--- src/inc/sleep_wake_pkg.sv ---
/*
 constants and state types of the sleep and wake controller.
 assumes a 10 MHz system clock and one oscillator period per clock.
*/
package sleep_wake_pkg;
   localparam logic [3:0] ADDR_CONTROL = 4'h0;
   localparam logic [3:0] ADDR_IRQ_ENABLE = 4'h4;
   localparam logic [3:0] ADDR_STATUS = 4'h8;
   localparam logic [3:0] ADDR_WDT_COUNT = 4'hC;
   localparam int CTRL_SOFT_EN_BIT = 0;
   localparam int CTRL_SEL_LSB = 1;
   localparam int CTRL_SEL_W = 4;
   localparam int CTRL_W = 5;
   localparam logic [4:0] CONTROL_RESET = 5'h08;
   localparam logic [3:0] WDT_SEL_MAX = 4'hB;
   localparam int ST_PD_BIT = 0;
   localparam int ST_TO_BIT = 1;
   localparam int ST_ASLEEP_BIT = 2;
   localparam int ST_SETTLE_BIT = 3;
   localparam int ST_WDT_RUN_BIT = 4;
   localparam int ST_CAUSE_LSB = 5;
   localparam int IRQ_SECOND_TIMER = 0;
   localparam int IRQ_CAPTURE = 1;
   localparam int IRQ_ADC = 2;
   localparam int IRQ_EEPROM = 3;
   localparam int IRQ_COMPARATOR = 4;
   localparam int IRQ_CHANGE = 5;
   localparam int IRQ_EXT_PIN = 6;
   localparam int IRQ_COUNT = 7;
   localparam logic [6:0] IRQ_ENABLE_RESET = 7'h00;
   localparam logic [1:0] CAUSE_NONE = 2'h0;
   localparam logic [1:0] CAUSE_WDT = 2'h1;
   localparam logic [1:0] CAUSE_IRQ = 2'h2;
   localparam logic [1:0] CAUSE_MASTER_CLEAR_PIN = 2'h3;
   localparam logic [12:0] VECTOR_ADDR = 13'h0004;
   localparam int CLK_PERIOD_NS = 100;
   localparam int OSC_PERIOD_NS = 100;
   localparam int OST_OSC_PERIODS = 1024;
   localparam int OST_CYCLES =
      (OST_OSC_PERIODS * OSC_PERIOD_NS + CLK_PERIOD_NS - 1) / CLK_PERIOD_NS;
   localparam logic [10:0] OST_LAST = 11'(OST_CYCLES - 1);
   typedef enum logic [1:0] {
      st_run,
      st_sleep,
      st_settle
   } power_state_t;
   typedef enum logic [2:0] {
      low_power_crystal_mode,
      crystal_mode,
      fast_crystal_mode,
      external_clock_mode,
      on_chip_oscillator_mode,
      resistor_cap_mode
   } osc_mode_t;
endpackage

--- src/logic/sleep_wake_controller.sv ---
/*
 sleep entry, wake detection, watchdog and oscillator settle control for a
 small 8-bit core, with an avalon-mm register slave.
 assumes the core pulses sleep_op and watchdog_clear_op for one cycle, and
 that irq_flag and master_clear_pin_n are asynchronous to clk_sys.
*/
// Added by the designer: the register addresses and register access over Avalon-MM.
`timescale 1ns/1ps
// Summary of operation
// - sleep with watchdog on clears its count; it keeps counting in sleep.
// - entering sleep clears power_down_flag and sets timeout_flag.
// - oscillator driver is off during sleep; no core clock until wake.
// - port pins hold their pre-sleep drive state during sleep.
// - master clear wake performs a full device reset.
// - watchdog or enabled interrupt wake resumes execution.
// - watchdog wake clears timeout_flag.
// - power_down_flag set at power-up, cleared only by an executed sleep.
// - seven named peripheral interrupts can wake the device.
// - second_timer wakes only asynchronous; adc only on private oscillator.
// - clock-dependent peripherals raise nothing in sleep; their clock stops.
// - during sleep execution the next instruction is prefetched.
// - only individually enabled sources wake; global enable does not gate.
// - interrupt wake with global enable clear continues in line.
// - interrupt wake with global enable set vectors to 0004h afterwards.
// - every wake clears the watchdog count.
// - enabled interrupt pending at sleep makes sleep a no-op.
// - interrupt during or after sleep: sleep completes, then immediate wake.
// - crystal modes wait 1024 oscillator periods on watchdog or interrupt wake; others skip it.
// - watchdog runs when fuse set; else software enable controls it.
// - in crystal modes watchdog is held cleared until settle ends.
module sleep_wake_controller #(
   parameter int PORT_W = 8,
   parameter int WDT_BASE_CYCLES = 32
) (
   input wire logic clk_sys,
   input wire logic reset_n,
   input wire logic clk_en,
   input wire logic [3:0] avs_address,
   input wire logic avs_read,
   input wire logic avs_write,
   input wire logic [31:0] avs_writedata,
   input wire logic [3:0] avs_byteenable,
   output logic [31:0] avs_readdata,
   output logic avs_waitrequest,
   input wire logic sleep_op,
   input wire logic watchdog_clear_op,
   input wire logic global_irq_enable,
   input wire logic watchdog_fuse_enable,
   input wire logic [2:0] osc_mode,
   input wire logic second_timer_async,
   input wire logic adc_private_osc_sel,
   input wire logic [6:0] irq_flag,
   input wire logic master_clear_pin_n,
   input wire logic [PORT_W-1:0] port_out_core,
   input wire logic [PORT_W-1:0] port_oe_core,
   output logic [PORT_W-1:0] port_out,
   output logic [PORT_W-1:0] port_oe,
   output logic osc_driver_en,
   output logic core_clock_en,
   output logic periph_clock_en,
   output logic core_reset,
   output logic resume,
   output logic vector_request,
   output logic [12:0] vector_addr,
   output logic prefetch_next,
   output logic power_down_flag,
   output logic timeout_flag,
   output logic watchdog_timeout
);
   localparam int SYNC_W = sleep_wake_pkg::IRQ_COUNT + 1;
   localparam logic [SYNC_W-1:0] SYNC_IDLE = {1'b1, {(SYNC_W-1){1'b0}}};

   initial begin
      if (PORT_W < 1 || WDT_BASE_CYCLES < 1 ||
         WDT_BASE_CYCLES > 32768) begin
         $error("sleep_wake_controller: unsupported parameter value");
      end
   end

   function automatic logic crystal(input logic [2:0] mode);
      crystal = (mode == 3'(sleep_wake_pkg::low_power_crystal_mode)) ||
         (mode == 3'(sleep_wake_pkg::crystal_mode)) ||
         (mode == 3'(sleep_wake_pkg::fast_crystal_mode));
   endfunction

   // three-flop input synchronisers; filtered value moves when flops 2 and 3 agree
   logic [SYNC_W-1:0] sync_1, sync_2, sync_3, sync_filt;
   logic [SYNC_W-1:0] next_sync_filt;
   logic [SYNC_W-1:0] async_in;
   assign async_in = {master_clear_pin_n, irq_flag};

   genvar gi;
   generate
      for (gi = 0; gi < SYNC_W; gi++) begin : g_sync
         always_comb begin
            next_sync_filt[gi] = (sync_2[gi] == sync_3[gi]) ? sync_3[gi] :
               sync_filt[gi];
         end
      end
   endgenerate

   always_ff @(posedge clk_sys) begin
      if (!reset_n) begin
         sync_1 <= SYNC_IDLE;
         sync_2 <= SYNC_IDLE;
         sync_3 <= SYNC_IDLE;
         sync_filt <= SYNC_IDLE;
      end else if (clk_en) begin
         sync_1 <= async_in;
         sync_2 <= sync_1;
         sync_3 <= sync_2;
         sync_filt <= next_sync_filt;
      end
   end

   logic [6:0] irq_now;
   logic master_clear_pin_active;
   assign irq_now = sync_filt[sleep_wake_pkg::IRQ_COUNT-1:0];
   assign master_clear_pin_active = !sync_filt[sleep_wake_pkg::IRQ_COUNT];

   // register slave
   logic bus_ack, next_bus_ack;
   logic [31:0] rdata, next_rdata;
   logic [4:0] control, next_control;
   logic [6:0] irq_enable, next_irq_enable;
   sleep_wake_pkg::power_state_t state, next_state;
   logic [1:0] cause, next_cause;
   logic [31:0] wdt_count, next_wdt_count;
   logic wdt_on;
   logic [3:0] sel_eff;

   assign wdt_on = watchdog_fuse_enable ||
      control[sleep_wake_pkg::CTRL_SOFT_EN_BIT];
   assign avs_waitrequest = (avs_read || avs_write) && !bus_ack;
   assign avs_readdata = rdata;

   always_comb begin
      next_bus_ack = (avs_read || avs_write) && !bus_ack;
      next_rdata = rdata;
      next_control = control;
      next_irq_enable = irq_enable;
      if (avs_read && !bus_ack) begin
         next_rdata = 32'h0000_0000;
         case (avs_address)
            sleep_wake_pkg::ADDR_CONTROL: begin
               next_rdata[sleep_wake_pkg::CTRL_W-1:0] =
                  control;
            end
            sleep_wake_pkg::ADDR_IRQ_ENABLE: begin
               next_rdata[sleep_wake_pkg::IRQ_COUNT-1:0] =
                  irq_enable;
            end
            sleep_wake_pkg::ADDR_STATUS: begin
               next_rdata[sleep_wake_pkg::ST_PD_BIT] = power_down_flag;
               next_rdata[sleep_wake_pkg::ST_TO_BIT] = timeout_flag;
               next_rdata[sleep_wake_pkg::ST_ASLEEP_BIT] =
                  (state == sleep_wake_pkg::st_sleep);
               next_rdata[sleep_wake_pkg::ST_SETTLE_BIT] =
                  (state == sleep_wake_pkg::st_settle);
               next_rdata[sleep_wake_pkg::ST_WDT_RUN_BIT] =
                  wdt_on;
               next_rdata[sleep_wake_pkg::ST_CAUSE_LSB +: 2] =
                  cause;
            end
            sleep_wake_pkg::ADDR_WDT_COUNT: begin
               next_rdata = wdt_count;
            end
            default: begin
               next_rdata = 32'h0000_0000;
            end
         endcase
      end
      // writes land on the edge where waitrequest is low
      if (avs_write && bus_ack && avs_byteenable[0]) begin
         case (avs_address)
            sleep_wake_pkg::ADDR_CONTROL: begin
               next_control =
                  avs_writedata[sleep_wake_pkg::CTRL_W-1:0];
            end
            sleep_wake_pkg::ADDR_IRQ_ENABLE: begin
               next_irq_enable =
                  avs_writedata[sleep_wake_pkg::IRQ_COUNT-1:0];
            end
            default: begin
               next_control = control;
            end
         endcase
      end
   end

   always_ff @(posedge clk_sys) begin
      if (!reset_n) begin
         bus_ack <= 1'b0;
         rdata <= 32'h0000_0000;
         control <= sleep_wake_pkg::CONTROL_RESET;
         irq_enable <= sleep_wake_pkg::IRQ_ENABLE_RESET;
      end else if (clk_en) begin
         bus_ack <= next_bus_ack;
         rdata <= next_rdata;
         control <= next_control;
         irq_enable <= next_irq_enable;
      end
   end

   // wake qualification
   logic [6:0] sleep_qual;
   logic pending_run, pending_sleep;
   always_comb begin
      sleep_qual = 7'h7F;
      sleep_qual[sleep_wake_pkg::IRQ_SECOND_TIMER] =
         second_timer_async;
      sleep_qual[sleep_wake_pkg::IRQ_ADC] = adc_private_osc_sel;
   end
   // global enable deliberately absent from both terms
   assign pending_run = |(irq_now & irq_enable);
   assign pending_sleep =
      |(irq_now & irq_enable & sleep_qual);

   // watchdog period: base shifted by select, reserved selects clamp to longest
   logic [31:0] wdt_last;
   assign sel_eff = (control[sleep_wake_pkg::CTRL_SEL_LSB +: sleep_wake_pkg::CTRL_SEL_W] >
      sleep_wake_pkg::WDT_SEL_MAX) ? sleep_wake_pkg::WDT_SEL_MAX :
      control[sleep_wake_pkg::CTRL_SEL_LSB +: sleep_wake_pkg::CTRL_SEL_W];
   assign wdt_last =
      (32'(WDT_BASE_CYCLES) << sel_eff) - 32'h0000_0001;

   // power state machine
   logic next_pd, next_to;
   logic [10:0] ost_count, next_ost_count;
   logic vec_pend, next_vec_pend;
   logic next_resume, next_vector_request, next_prefetch, next_wdt_timeout;
   logic next_wdt_reset, wdt_reset;
   logic [PORT_W-1:0] next_port_out, next_port_oe;
   logic wdt_expire;

   assign wdt_expire = wdt_on && (state != sleep_wake_pkg::st_settle) &&
      (wdt_count == wdt_last);

   always_comb begin
      next_state = state;
      next_pd = power_down_flag;
      next_to = timeout_flag;
      next_cause = cause;
      next_ost_count = ost_count;
      next_vec_pend = vec_pend;
      next_resume = 1'b0;
      next_vector_request = 1'b0;
      next_prefetch = 1'b0;
      next_wdt_timeout = 1'b0;
      next_wdt_reset = 1'b0;
      next_port_out = port_out;
      next_port_oe = port_oe;
      // watchdog keeps counting in sleep; cleared on expiry
      if (wdt_on && !wdt_expire &&
         state != sleep_wake_pkg::st_settle) begin
         next_wdt_count = wdt_count + 32'h0000_0001;
      end else begin
         next_wdt_count = 32'h0000_0000;
      end
      if (wdt_expire) begin
         next_wdt_timeout = 1'b1;
      end
      case (state)
         sleep_wake_pkg::st_run: begin
            next_port_out = port_out_core;
            next_port_oe = port_oe_core;
            if (master_clear_pin_active) begin
               next_cause = sleep_wake_pkg::CAUSE_NONE;
            end else if (wdt_expire) begin
               next_wdt_reset = 1'b1;
               next_to = 1'b0;
            end else if (sleep_op) begin
               next_prefetch = 1'b1;
               if (!pending_run) begin
                  next_wdt_count = 32'h0000_0000;
                  next_pd = 1'b0;
                  next_to = 1'b1;
                  next_state = sleep_wake_pkg::st_sleep;
               end
            end else if (watchdog_clear_op) begin
               next_wdt_count = 32'h0000_0000;
            end
         end
         sleep_wake_pkg::st_sleep: begin
            // pins frozen at their last awake drive
            next_port_out = port_out;
            next_port_oe = port_oe;
            if (master_clear_pin_active || wdt_expire || pending_sleep) begin
               next_wdt_count = 32'h0000_0000;
               next_vec_pend = 1'b0;
               if (master_clear_pin_active) begin
                  next_cause = sleep_wake_pkg::CAUSE_MASTER_CLEAR_PIN;
                  next_state = sleep_wake_pkg::st_run;
               end else begin
                  if (wdt_expire) begin
                     next_cause = sleep_wake_pkg::CAUSE_WDT;
                     next_to = 1'b0;
                  end else begin
                     next_cause = sleep_wake_pkg::CAUSE_IRQ;
                     next_vec_pend = global_irq_enable;
                  end
                  next_ost_count = 11'h000;
                  if (crystal(osc_mode)) begin
                     next_state = sleep_wake_pkg::st_settle;
                  end else begin
                     next_state = sleep_wake_pkg::st_run;
                     next_resume = 1'b1;
                     next_vector_request =
                        global_irq_enable && !wdt_expire;
                  end
               end
            end
         end
         sleep_wake_pkg::st_settle: begin
            next_wdt_count = 32'h0000_0000;
            if (master_clear_pin_active) begin
               next_cause = sleep_wake_pkg::CAUSE_MASTER_CLEAR_PIN;
               next_state = sleep_wake_pkg::st_run;
            end else if (ost_count == sleep_wake_pkg::OST_LAST) begin
               next_state = sleep_wake_pkg::st_run;
               next_resume = 1'b1;
               next_vector_request = vec_pend;
            end else begin
               next_ost_count = ost_count + 11'h001;
            end
         end
         default: begin
            next_state = sleep_wake_pkg::st_run;
         end
      endcase
   end

   always_ff @(posedge clk_sys) begin
      if (!reset_n) begin
         state <= sleep_wake_pkg::st_run;
         power_down_flag <= 1'b1;
         timeout_flag <= 1'b1;
         cause <= sleep_wake_pkg::CAUSE_NONE;
         wdt_count <= 32'h0000_0000;
         ost_count <= 11'h000;
         vec_pend <= 1'b0;
         resume <= 1'b0;
         vector_request <= 1'b0;
         prefetch_next <= 1'b0;
         watchdog_timeout <= 1'b0;
         wdt_reset <= 1'b0;
         port_out <= {PORT_W{1'b0}};
         port_oe <= {PORT_W{1'b0}};
      end else if (clk_en) begin
         state <= next_state;
         power_down_flag <= next_pd;
         timeout_flag <= next_to;
         cause <= next_cause;
         wdt_count <= next_wdt_count;
         ost_count <= next_ost_count;
         vec_pend <= next_vec_pend;
         resume <= next_resume;
         vector_request <= next_vector_request;
         prefetch_next <= next_prefetch;
         watchdog_timeout <= next_wdt_timeout;
         wdt_reset <= next_wdt_reset;
         port_out <= next_port_out;
         port_oe <= next_port_oe;
      end
   end

   // settle keeps the oscillator running but the core clock gated
   assign osc_driver_en = (state != sleep_wake_pkg::st_sleep);
   assign core_clock_en = (state == sleep_wake_pkg::st_run);
   assign periph_clock_en = (state == sleep_wake_pkg::st_run);
   assign core_reset = master_clear_pin_active || wdt_reset;
   assign vector_addr = sleep_wake_pkg::VECTOR_ADDR;
endmodule

--- config.mk ---
export PLATFORM = sky130hd
export DESIGN_NAME = sleep_wake_controller
export DESIGN_NICKNAME = d
export VERILOG_FILES = /design/src/inc/sleep_wake_pkg.sv /design/src/logic/sleep_wake_controller.sv
export SDC_FILE = /design/constraint.sdc
export NUM_CORES = 1
export LEC_CHECK = 0
export BUFFER_PORTS_ARGS = -buffer_cell sky130_fd_sc_hd__buf_2
export CAP_MARGIN = 20
export CORE_MARGIN = 4
export CORE_UTILIZATION = 31
export DETAILED_ROUTE_END_ITERATION = 10
export PLACE_DENSITY = 0.61
export REMOVE_ABC_BUFFERS = 1
export SLEW_MARGIN = 30
export SYNTH_ARGS = -nofsm -noshare
export SYNTH_HDL_FRONTEND = slang
export SYNTH_SLANG_ARGS = --single-unit
--- constraint.sdc ---
create_clock -name clk_sys -period 4.8 [get_ports clk_sys]
set_input_delay 0.72 -clock clk_sys [delete_from_list [all_inputs] [get_ports clk_sys]]
set_output_delay 0.72 -clock clk_sys [all_outputs]
set_load 0.05 [all_outputs]
==> run summary, run 1 <==
The run finished with clean final reports. The number of antenna diodes is 0. The maximum number of pins on one net before global-route repair is 51.

Buffers inserted during clock tree synthesis total 17. After clock tree synthesis, the clock-pin slew on the worst setup and hold paths is 70 ps. The register area share after synthesis came out at 42.8%.

The total power is 2850 uW. The worst hold path terminates at port_oe[2]. The data required time of the critical path came out at 5150 ps. Leaving out fill and tap cells, the most frequent cell in the layout is dfxtp_1. The cell depth of the worst min-delay path came out at 2. The first global-routing pass estimated 29.1 mm of wire. The effective utilization at floorplan came out at 31.7%.

The setup check on the worst reg-to-reg path leaves a slack of 720 ps. For this design the top-level I/O count stands at 150. The number of max-capacitance violations reported is 0. The routed design has 18.1 mm of wire. The maximum number of buffers from clock root to sink is 2.

Leaving out fill and tap cells, the most frequent cells in the layout are dfxtp_1, nor2_1, buf_2, nand2_1, a21oi_1. Cells fill 37.3% of the core in the end. The share of total power in combinational logic came out at 9.8%. After synthesis, the netlist uses 66 different library cells. After routing, the total negative slack on setup checks comes to 0 ps. On the critical path the largest part of the delay comes from simple AND/OR/NAND/NOR gates. The gate count of the mapped netlist came out at 816. The detailed router placed 6088 vias in this run. The most critical setup path has its startpoint at control[2]. The final worst hold slack is 452 ps. The floorplan die area is 24800 um^2. The fraction of layout cells with a size suffix above 1 came out at 19.2%. The endpoint arrival time on the critical path came out at 4430 ps. The core area came out at 21900 um^2.

The remaining global-route overflow came out at 0. The endpoint identified for the worst register-to-register timing path is ost_count[6]. The cell area power density came out at 349 nW/um^2. For this design, the CTS-stage hold fixing added 0 buffers.

The remaining routing DRC violations is 0. The post-place instance area is 7590 um^2. For the worst-skew pair, the clock arrives at the later sink with an insertion delay of 420 ps. The initial antenna violation count was 0. The depth of the most critical reg-to-reg path came out at 10. The count of buffers from port buffering came out at 108. The critical path in this run is classified as register to register.

Clock tree synthesis found a total of 148 sinks. Setup repair after global routing left no endpoint under its margin. The site row count came out at 54. Of the total power, registers draw 44.4%. Traced cell by cell, the critical path runs through inv_1 > nand3_1 > ha_1 > nor4b_2 > o21ai_0 > a2111oi_1 > and4_1 > o21ai_2 > or4_1 > a21oi_1. The detailed router finished its first iteration with 553 violations. The cell at the slowest stage of the critical path is a2111oi_1.

The count of flip-flops with a built-in enable after synthesis is 0. Summing all non-filler instances in the final layout gives an area of 8160 um^2. CTS placed an instance of clkbuf_16 at the clock tree root. Before antenna repair, the detailed router went through 5 iterations.

The hold violation total from the final report is 0. The total of endpoints with negative setup slack in the final report is 0. The max-slew violation total from the final report is 0. The placer congestion estimate is 0.835.

The post-CTS resize count came out at 0. The min-delay analysis places its worst path in the category register to register. The average routed wire per standard cell is 15.3 um.

The remaining antenna violation count after routing came out at 0. The worst setup path is launched from a register. The via count of the first global-routing pass came out at 5708. The worst hold path begins at port_oe[2]. The number of setup buffers added after CTS is 0.

Synthesis inferred 148 register bits. Derived from the worst setup path, the maximum achievable clock frequency is 245 MHz. The post-synthesis area per instance is 8.49 um^2.

Counting flops with an async set or reset pin after synthesis yields a share of 0%. After detailed routing, the number of vias per cell comes to 5.15. In this run the worst path has a maximum fanout of 15.

The number of warning messages in the yosys log came out at 0. The most used flip-flop cell after synthesis is dfxtp_1. The worst pin sits at a relative slew slack of 50.7%.

Net switching is 27.8% of the power. The switching power is 790 uW. The width of the die came out at 158 um.

Dividing the final minimum period by the clock period gives 85.0%. The worst-case IR drop observed on VDD is 0.225 mV. The largest clock skew in the final design is 5.77 ps. Summing every instance area after synthesis gives 6930 um^2. The layout overhead on the synthesized area is 17.8%. The minimum clock period after layout is 4080 ps. The CTS tree is yes. The estimated wirelength of the detail-placed design came out at 12.6 mm. The worst setup path is captured at a register. The total track usage is 14.5%.

The leakage power of the design is 0.00325 uW. From bottom edge to top edge, the die measures 158 um. The number of nets in the layout came out at 976. The worst register-to-register path begins at control[2]. The deepest level of the CTS H-tree came out at 4. The internal cell power is 2060 uW. The combined buffer and inverter count along the critical path came out at 1. The clock network accounts for 45.7% of the total power.

The slew at the pin with the worst max-slew slack came out at 734 ps. The peak per-stage delay on the critical path came out at 670 ps.
==> sequential cells by signal, indices dropped and copies added (netlist names), 2 cells and up <==
signal        flops
sync_filt         8
cause             2
sync_2            8
sync_3            8
sync_1            8
avs_readdata     32
port_oe           8
control           5
state             2
irq_enable        7
wdt_count        32
ost_count        11
port_out          8
==> worst register-to-register path: cells and delay by family, from the launching register on <==
family / cells / cell delay [ps]
adders and majority gates: 1 / 460
AOI/OAI and AO/OA: 4 / 1170
and+or+nand+nor: 4 / 1560
buffers and inverters: 1 / 210
DFF: 1 / 610
==> synth_stat cells (all sizes together) (7+ instances only) <==
cell type,n,area (um^2)
mux2i,34,340
o31ai,11,82.6
inv,18,67.6
and2,9,56.3
buf,34,216
o21ai,36,184
dfxtp,148,2960
nor3b,7,52.6
and3,12,75.1
nand3,38,190
nor2,109,409
a21oi,59,295
clkbuf,42,158
a22oi,34,255
ha,7,87.6
xor2,16,140
or3,9,56.3
nor2b,8,50.1
nand4,14,87.6
nand2,71,267
and4,7,61.3
==> metal layers <==
layer / track usage, % / vias to the layer above / part of all wire [%]
li1: - / 3026 / -
met1: 19.3 / 2890 / 47
met2: 23.3 / 153 / 47
met3: 3.49 / 19 / 4.9
met4: 4.34 / 0 / 1.5
met5: 0 / - / 0
==> area by class of cell <==
cell class	instances	area, um^2
Fill cell	2283	13700
Multi-Input combinational cell	585	3570
Sequential cell	148	2960
Timing Repair Buffer	121	638
Clock buffer	17	425
Tap cell	280	350
Clock inverter	14	144
Inverter	18	68.8
==> worst max-delay path by stage <==
stage,depth (start not counted),to
after floorplan,4,avs_readdata[10]
after global placement,10,ost_count[6]
after detailed placement,10,ost_count[6]
after CTS,10,ost_count[6]
after global routing,10,ost_count[8]
final,10,ost_count[6]
==> metrics by stage <==
step                setup slack (ps)  std cells
floorplan                       1040        751
global placement                 819       1152
detailed placement               773       1152
CTS                              713       1183
global route                     280       1183
finish                           720       1183
==> kinds of logic after synthesis <==
group	synth area share [%]
compound gates	17.4
xor+xnor	2.65
fa+ha+maj	1.26
buf+inv	6.37
flops	42.8
mux	6.86
other cells	0.108
simple gates	22.6
==> power by group through the flow <==
| stage | logic [uW] | registers [uW] | clock network, uW |
|---|---|---|---|
| floorplan | 144 | 1330 | 0 |
| CTS | 282 | 1260 | 1340 |
| finish | 280 | 1260 | 1300 |
| detailed placement | 282 | 1290 | 0 |
| global placement | 279 | 1290 | 0 |
| global route | 305 | 1270 | 1390 |
(Power assumes the default switching activity.)
==> run 2, diff against run 1 <==
Settings changed: GPL_TIMING_DRIVEN set to 0, TNS_END_PERCENT set to 10.
Clock period 4.8 ns to 4.9 ns, I/O delays scaled along.
==> run summary, run 2 (synthesis results as in run 1) <==
The flow ran to the end, and the final reports show no timing, DRC or antenna violations. The number of setup buffers added after CTS is 0. For this block, the via count after detailed routing is 6044. The floorplan has 54 rows. Setup repair after global routing left no endpoint under its margin.

The hold violation total from the final report is 0. Summing all multi-input logic gate instances after layout gives 3600 um^2. The post-cts hold buffer count is 0. The worst-case IR drop observed on VDD is 0.222 mV. The floorplan step defined a core boundary enclosing 21900 um^2. On the worst path, the slowest cell contributes a delay of 720 ps.

The maximum number of pins on one net before global-route repair came out at 87. The tree is rooted in a clkbuf_16. The number of placed I/O pins came out at 150. The design draws 2830 uW. The initial antenna violation count is 0. The endpoint arrival time on the critical path came out at 4570 ps. The initial detailed-routing violation count is 443. The largest clock skew in the final design came out at 12.6 ps.

The height of the die came out at 158 um. The maximum net fanout on the critical path is 19. The fraction of layout cells with a size suffix above 1 came out at 19.3%. The relative max-transition margin is 40.1%. The count of buffers added on input and output ports is 108. The signal on the critical path passes through nor2_1 > nand3_1 > ha_1 > nor4b_2 > o21ai_0 > a2111oi_1 > and4_2 > nor2_1 > o31ai_4 > nor2_1. The maximum number of buffers from clock root to sink is 2. The number of fillers in the final layout came out at 2278. The remaining antenna violation count after routing is 0.

The via count of the first global-routing pass was 5593. The remaining routing DRC violations is 0. After routing the design area is 8190 um^2. The leakage power of the design is 0.00324 uW.

The cell family contributing the most delay on the critical path is simple AND/OR/NAND/NOR gates. The clock-pin slew on the worst setup and hold paths is 70 ps. The minimum clock period after layout came out at 4280 ps.

The cell area power density came out at 346 nW/um^2. The combined buffer and inverter count along the critical path came out at 0. The sequential cell area came out at 2960 um^2.

The critical setup path kind is register to register. The number of cells in the design after placement came out at 1146. The number of optimization iterations in the first detailed-route pass is 5. The post-place instance area came out at 7580 um^2. The critical path startpoint category is a register.

The number of max-capacitance violations reported is 0. The total of endpoints with negative setup slack in the final report came out at 0. The count of clock tree sinks came out at 148. For the final routed database, the setup TNS stands at 0 ps.

The number of antenna diodes came out at 0. TritonCTS built the clock tree. The post-CTS resize count is 0. The library cells used most frequently in the layout, excluding fill and tap cells, are dfxtp_1, buf_2, nor2_1, nand2_1, a21oi_1.

The remaining global-route overflow came out at 0. The final core utilization is 37.4%. For this run, the total global-route usage over all layers was measured as 14.4%. The layout overhead on the synthesized area came out at 18.2%. The cell that appears most often on the critical path is nor2_1.

The floorplan die area came out at 24800 um^2. The global-route wire length before repair is 29.1 mm. Derived from the worst setup path, the maximum achievable clock frequency is 234 MHz.

At the end of routability-driven placement, the weighted congestion stood at 0.845. The HPWL after detailed placement is 12.5 mm. The average routed wire per standard cell is 15.1 um. The per-cell via count in the routed design came out at 5.13. The width of the die came out at 158 um.

The final routed wirelength across all metal layers came out at 17.8 mm. The max-slew violation total from the final report is 0. The worst min-delay path category is register to register.

The effective utilization at floorplan is 31.7%. The share of the clock period used by the worst path came out at 87.3%. At the pin with the least slew margin, the transition time is 895 ps. The slowest stage of the critical path belongs to the cell dfxtp_1. The number of nets in the layout came out at 970. The data required time of the critical path is 5200 ps.

TritonCTS created 17 clock buffers. The count of placed standard cells in the final layout, fillers left out came out at 1178. Leaving out fill and tap cells, the most frequent cell in the layout is dfxtp_1. The latest clock arrival within the worst-skew pair is 430 ps. The endpoint class of the critical path is a register. The deepest level of the CTS H-tree came out at 4.
run 2: cell count changes in the layout (fill, tap and decap cells not counted), moves of 2 or more:
cell | previous run | this run
clkinv_2 | 3 | 0
buf_4 | 13 | 1
buf_6 | 0 | 2
inv_6 | 5 | 8
buf_2 | 108 | 111
run 2: report_power, final:
group / total (uW) / leakage, uW / switching, uW / internal [uW]
clock network: 1320 / 0.000295 / 580 / 739
registers: 1240 / 0.00120 / 13.6 / 1230
logic: 276 / 0.00175 / 202 / 73.9
run 2: metrics by stage:
| stage | setup WS (ps) | hold slack (ps) |
|---|---|---|
| 2_1_floorplan | 1120 | 436 |
| 3_3_place_gp | -2350 | 440 |
| 3_5_place_dp | 216 | 445 |
| 4_1_cts | 192 | 456 |
| 5_1_grt | 218 | 471 |
| 6_report | 624 | 453 |
run 2: path summary, 6_finish.rpt:
| path | startpoint | to | slack [ps] | cells past startpoint |
|---|---|---|---|---|
| setup / recovery | control[3] | ost_count[7] | 620 | 10 |
| hold / removal | port_oe[5] | port_oe[5] | 450 | 2 |
| setup reg to reg | control[3] | ost_count[7] | 620 | 10 |
| hold reg to reg | port_oe[5] | port_oe[5] | 450 | 2 |
run 2: cell type report:
cell class / count / area share [%]
flip-flops and latches: 148 / 36.2
clock inverters: 14 / 1.88
multi-input cells: 585 / 43.9
repair buffers: 115 / 7.49
well taps: 280 / 4.28
clock buffers: 18 / 5.36
inverters: 18 / 0.886
run 2: layer usage:
metal  vias up  track usage (%)  share of wire [%]
li1       3026                -                  -
met5         -                0                  0
met3        22             3.02                4.4
met2       129             22.5                 47
met1      2867             20.0                 47
met4         0             4.26                1.5
run 2: tightest hold or removal path, cell delays in order (launching register included):
cell and delay [ps]:
dfxtp_1 310, nand2_1 50, a21oi_1 50
==> run 3, diff against run 2 <==
--- a/config.mk
+++ b/config.mk
@@ -7,3 +7,2 @@
 export LEC_CHECK = 0
-export BUFFER_PORTS_ARGS = -buffer_cell sky130_fd_sc_hd__buf_2
 export CAP_MARGIN = 20
@@ -12,4 +11,5 @@
 export DETAILED_ROUTE_END_ITERATION = 10
+export DONT_BUFFER_PORTS = 1
 export GPL_TIMING_DRIVEN = 0
-export PLACE_DENSITY = 0.61
+export PLACE_DENSITY = 0.56
 export REMOVE_ABC_BUFFERS = 1
==> constraint.sdc (replaced) <==
create_clock -name clk_sys -period 4.9 [get_ports clk_sys]
set_input_delay 0.98 -clock clk_sys [delete_from_list [all_inputs] [get_ports clk_sys]]
set_output_delay 0.98 -clock clk_sys [all_outputs]
set_load 0.05 [all_outputs]
==> run summary, run 3 (synthesis results as in run 1) <==
The relative max-transition margin is 36.6%. The per-cell via count in the routed design is 5.19. The signal on the critical path passes through nor2_1 > nand3_1 > ha_1 > nor4b_2 > o21ai_0 > a2111oi_1 > and4_1 > o21ai_2 > or4_1 > a21oi_1.

The switching power came out at 810 uW. The max-slew violation total from the final report was 0. The number of antenna diodes is 0.

The fmax came out at 224 MHz. The final routed wirelength across all metal layers came out at 17.6 mm. In this run, the combinational gates consume 6.7% of the power. The initial detailed-routing violation count came out at 382.

The share of the clock period used by the worst path is 91.2%. The floorplan step defined a core boundary enclosing 21900 um^2. The number of clock buffers inserted by TritonCTS came out at 17. The largest clock skew in the final design came out at 9.34 ps. The CTS tree is yes. Counting every sink on the clock net gives 148.

The number of nets in the layout came out at 863. The worst setup path is of the register to register kind. The via count of the first global-routing pass came to 5263.

On the critical path, the stage with the largest delay is an instance of dfxtp_1. Hold is met by 464 ps. The remaining global-route overflow came out at 0. The number of fillers in the final layout is 2248.

The latest clock arrival within the worst-skew pair came out at 430 ps. The remaining antenna violation count after routing is 0. The hold violation total from the final report is 0. The slew at the pin with the worst max-slew slack came out at 947 ps. The maximum net fanout on the critical path came out at 19. The clock group share of total power came out at 47.2%. After clock tree synthesis, the setup repair step added 0 buffers. In the final layout, the share of cells above drive strength 1 is 8.22%.

The deepest level of the CTS H-tree came out at 4. The kind of cell with the highest combined delay along the critical path is simple AND/OR/NAND/NOR gates. The post-CTS resize count is 0. At the end of the flow the core is filled with cells to 35.0%. The remaining routing DRC violations came out at 0. STA classifies the critical path endpoint as a register. The die is 158 um tall. The minimum clock period after layout is 4470 ps. At the end of routability-driven placement, the weighted congestion stood at 0.795. For this run, the detailed router's first-pass iteration total came to 5. In this run, post-CTS hold repair placed 0 buffers. The first global-routing pass estimated 28.6 mm of wire.

Setup repair after global routing left no endpoint under its margin. The number of placed I/O pins came out at 150. The layout overhead on the synthesized area is 10.7%. The library cell used most frequently in the layout, excluding fill and tap cells, is dfxtp_1.

The number of buffers and inverters on the critical path is 0. The clock-pin slew on the worst setup and hold paths came out at 70 ps. The number of max-capacitance violations reported is 0.

STA classifies the critical path startpoint as a register. The design draws 2780 uW. In this run the static leakage power is 0.00275 uW. The maximum VDD drop is 0.225 mV. The initial antenna violation count was 0.

The effective utilization at floorplan came out at 31.7%. In this run the worst hold path is classified as register to register. The sequential share of power came out at 46.1%. The number of cells in the design after placement came out at 1039. Dividing the detail-routed wire length by the instance count gives 16.4 um. Clock tree synthesis selected as its root buffer the cell clkbuf_16. At the worst endpoint, the arrival time is 4830 ps. The site row count came out at 54. The data required time of the critical path came out at 5260 ps. The estimated wirelength of the detail-placed design is 12.3 mm.

The width of the die came out at 158 um. The count of placed standard cells in the final layout, fillers left out is 1071. Global routing used 14.3% of the available tracks. The cell area power density is 362 nW/um^2. The run finished with clean final reports. The sum of negative setup slack came out at 0 ps. Setup violations remaining at the end of the flow were counted as 0.

The total via count in the routed design came out at 5562. The peak per-stage delay on the critical path is 770 ps. The fraction of power spent switching nets is 29.1%.

The maximum number of buffers from clock root to sink came out at 2. The top cell types in the final layout, fill and taps aside, are dfxtp_1, nor2_1, nand2_1, a21oi_1, nand3_1. The floorplan die area came out at 24800 um^2. Internal power comes to 1970 uW. The count of buffers from port buffering came out at 0.

The maximum number of pins on one net before global-route repair is 57.
==> run 3: cell types whose count changed in the layout (fill, tap and decap cells not counted), sizes merged <==
cell / delta
buf: -107
clkinv: +4
inv: -3
bufinv: -1
clkbuf: -1
clkinvlp: +1
==> run 3: power groups by stage <==
stage                     Combinational (uW)  Clock [uW]  Sequential, uW
after floorplan                          141           0            1300
after global placement                   177           0            1310
after detailed placement                 185           0            1310
after CTS                                186        1350            1280
after global routing                     205        1410            1280
final                                    185        1310            1280
==> run 3: worst paths after layout <==
path | startpoint | endpoint | slack (ps) | cells past startpoint
worst max-delay path | control[3] | ost_count[6] | 430 | 10
worst min-delay path | wdt_reset | wdt_reset | 460 | 2
worst max register to register | control[3] | ost_count[6] | 430 | 10
worst min register to register | wdt_reset | wdt_reset | 460 | 2
==> run 3: final cells by class <==
| class | instances | area (um^2) | share of cell area, % |
|---|---|---|---|
| clock buffer | 17 | 425 | 5.54 |
| inverter | 18 | 72.6 | 0.946 |
| multi-input combinational | 585 | 3600 | 46.9 |
| clock inverter | 15 | 183 | 2.38 |
| sequential | 148 | 2960 | 38.6 |
| tap | 280 | 350 | 4.57 |
| timing repair buffer | 8 | 81.3 | 1.06 |
==> run 3: stage by stage <==
step,setup slack [ps],instance area [um^2]
after CTS,282,7660
after global routing,78.5,7670
after floorplan,877,6600
after detailed placement,329,7060
final,432,7670
after global placement,-1180,6950
==> run 3: worst reg2reg max path, delay by kind of cell (launching register included) <==
| kind | cells | cell delay (ps) |
|---|---|---|
| DFF | 1 | 770 |
| adders and majority gates | 1 | 500 |
| AOI/OAI and AO/OA | 4 | 1220 |
| and+or+nand+nor | 5 | 1920 |
==> run 3: metal layers <==
layer | vias to the layer above | global-route usage (%) | share of wire [%]
met5 | - | 0 | 0
met4 | 0 | 4.06 | 1.2
met3 | 21 | 4.51 | 6.0
met2 | 118 | 22.3 | 46
met1 | 2607 | 19.1 | 47
li1 | 2816 | - | -
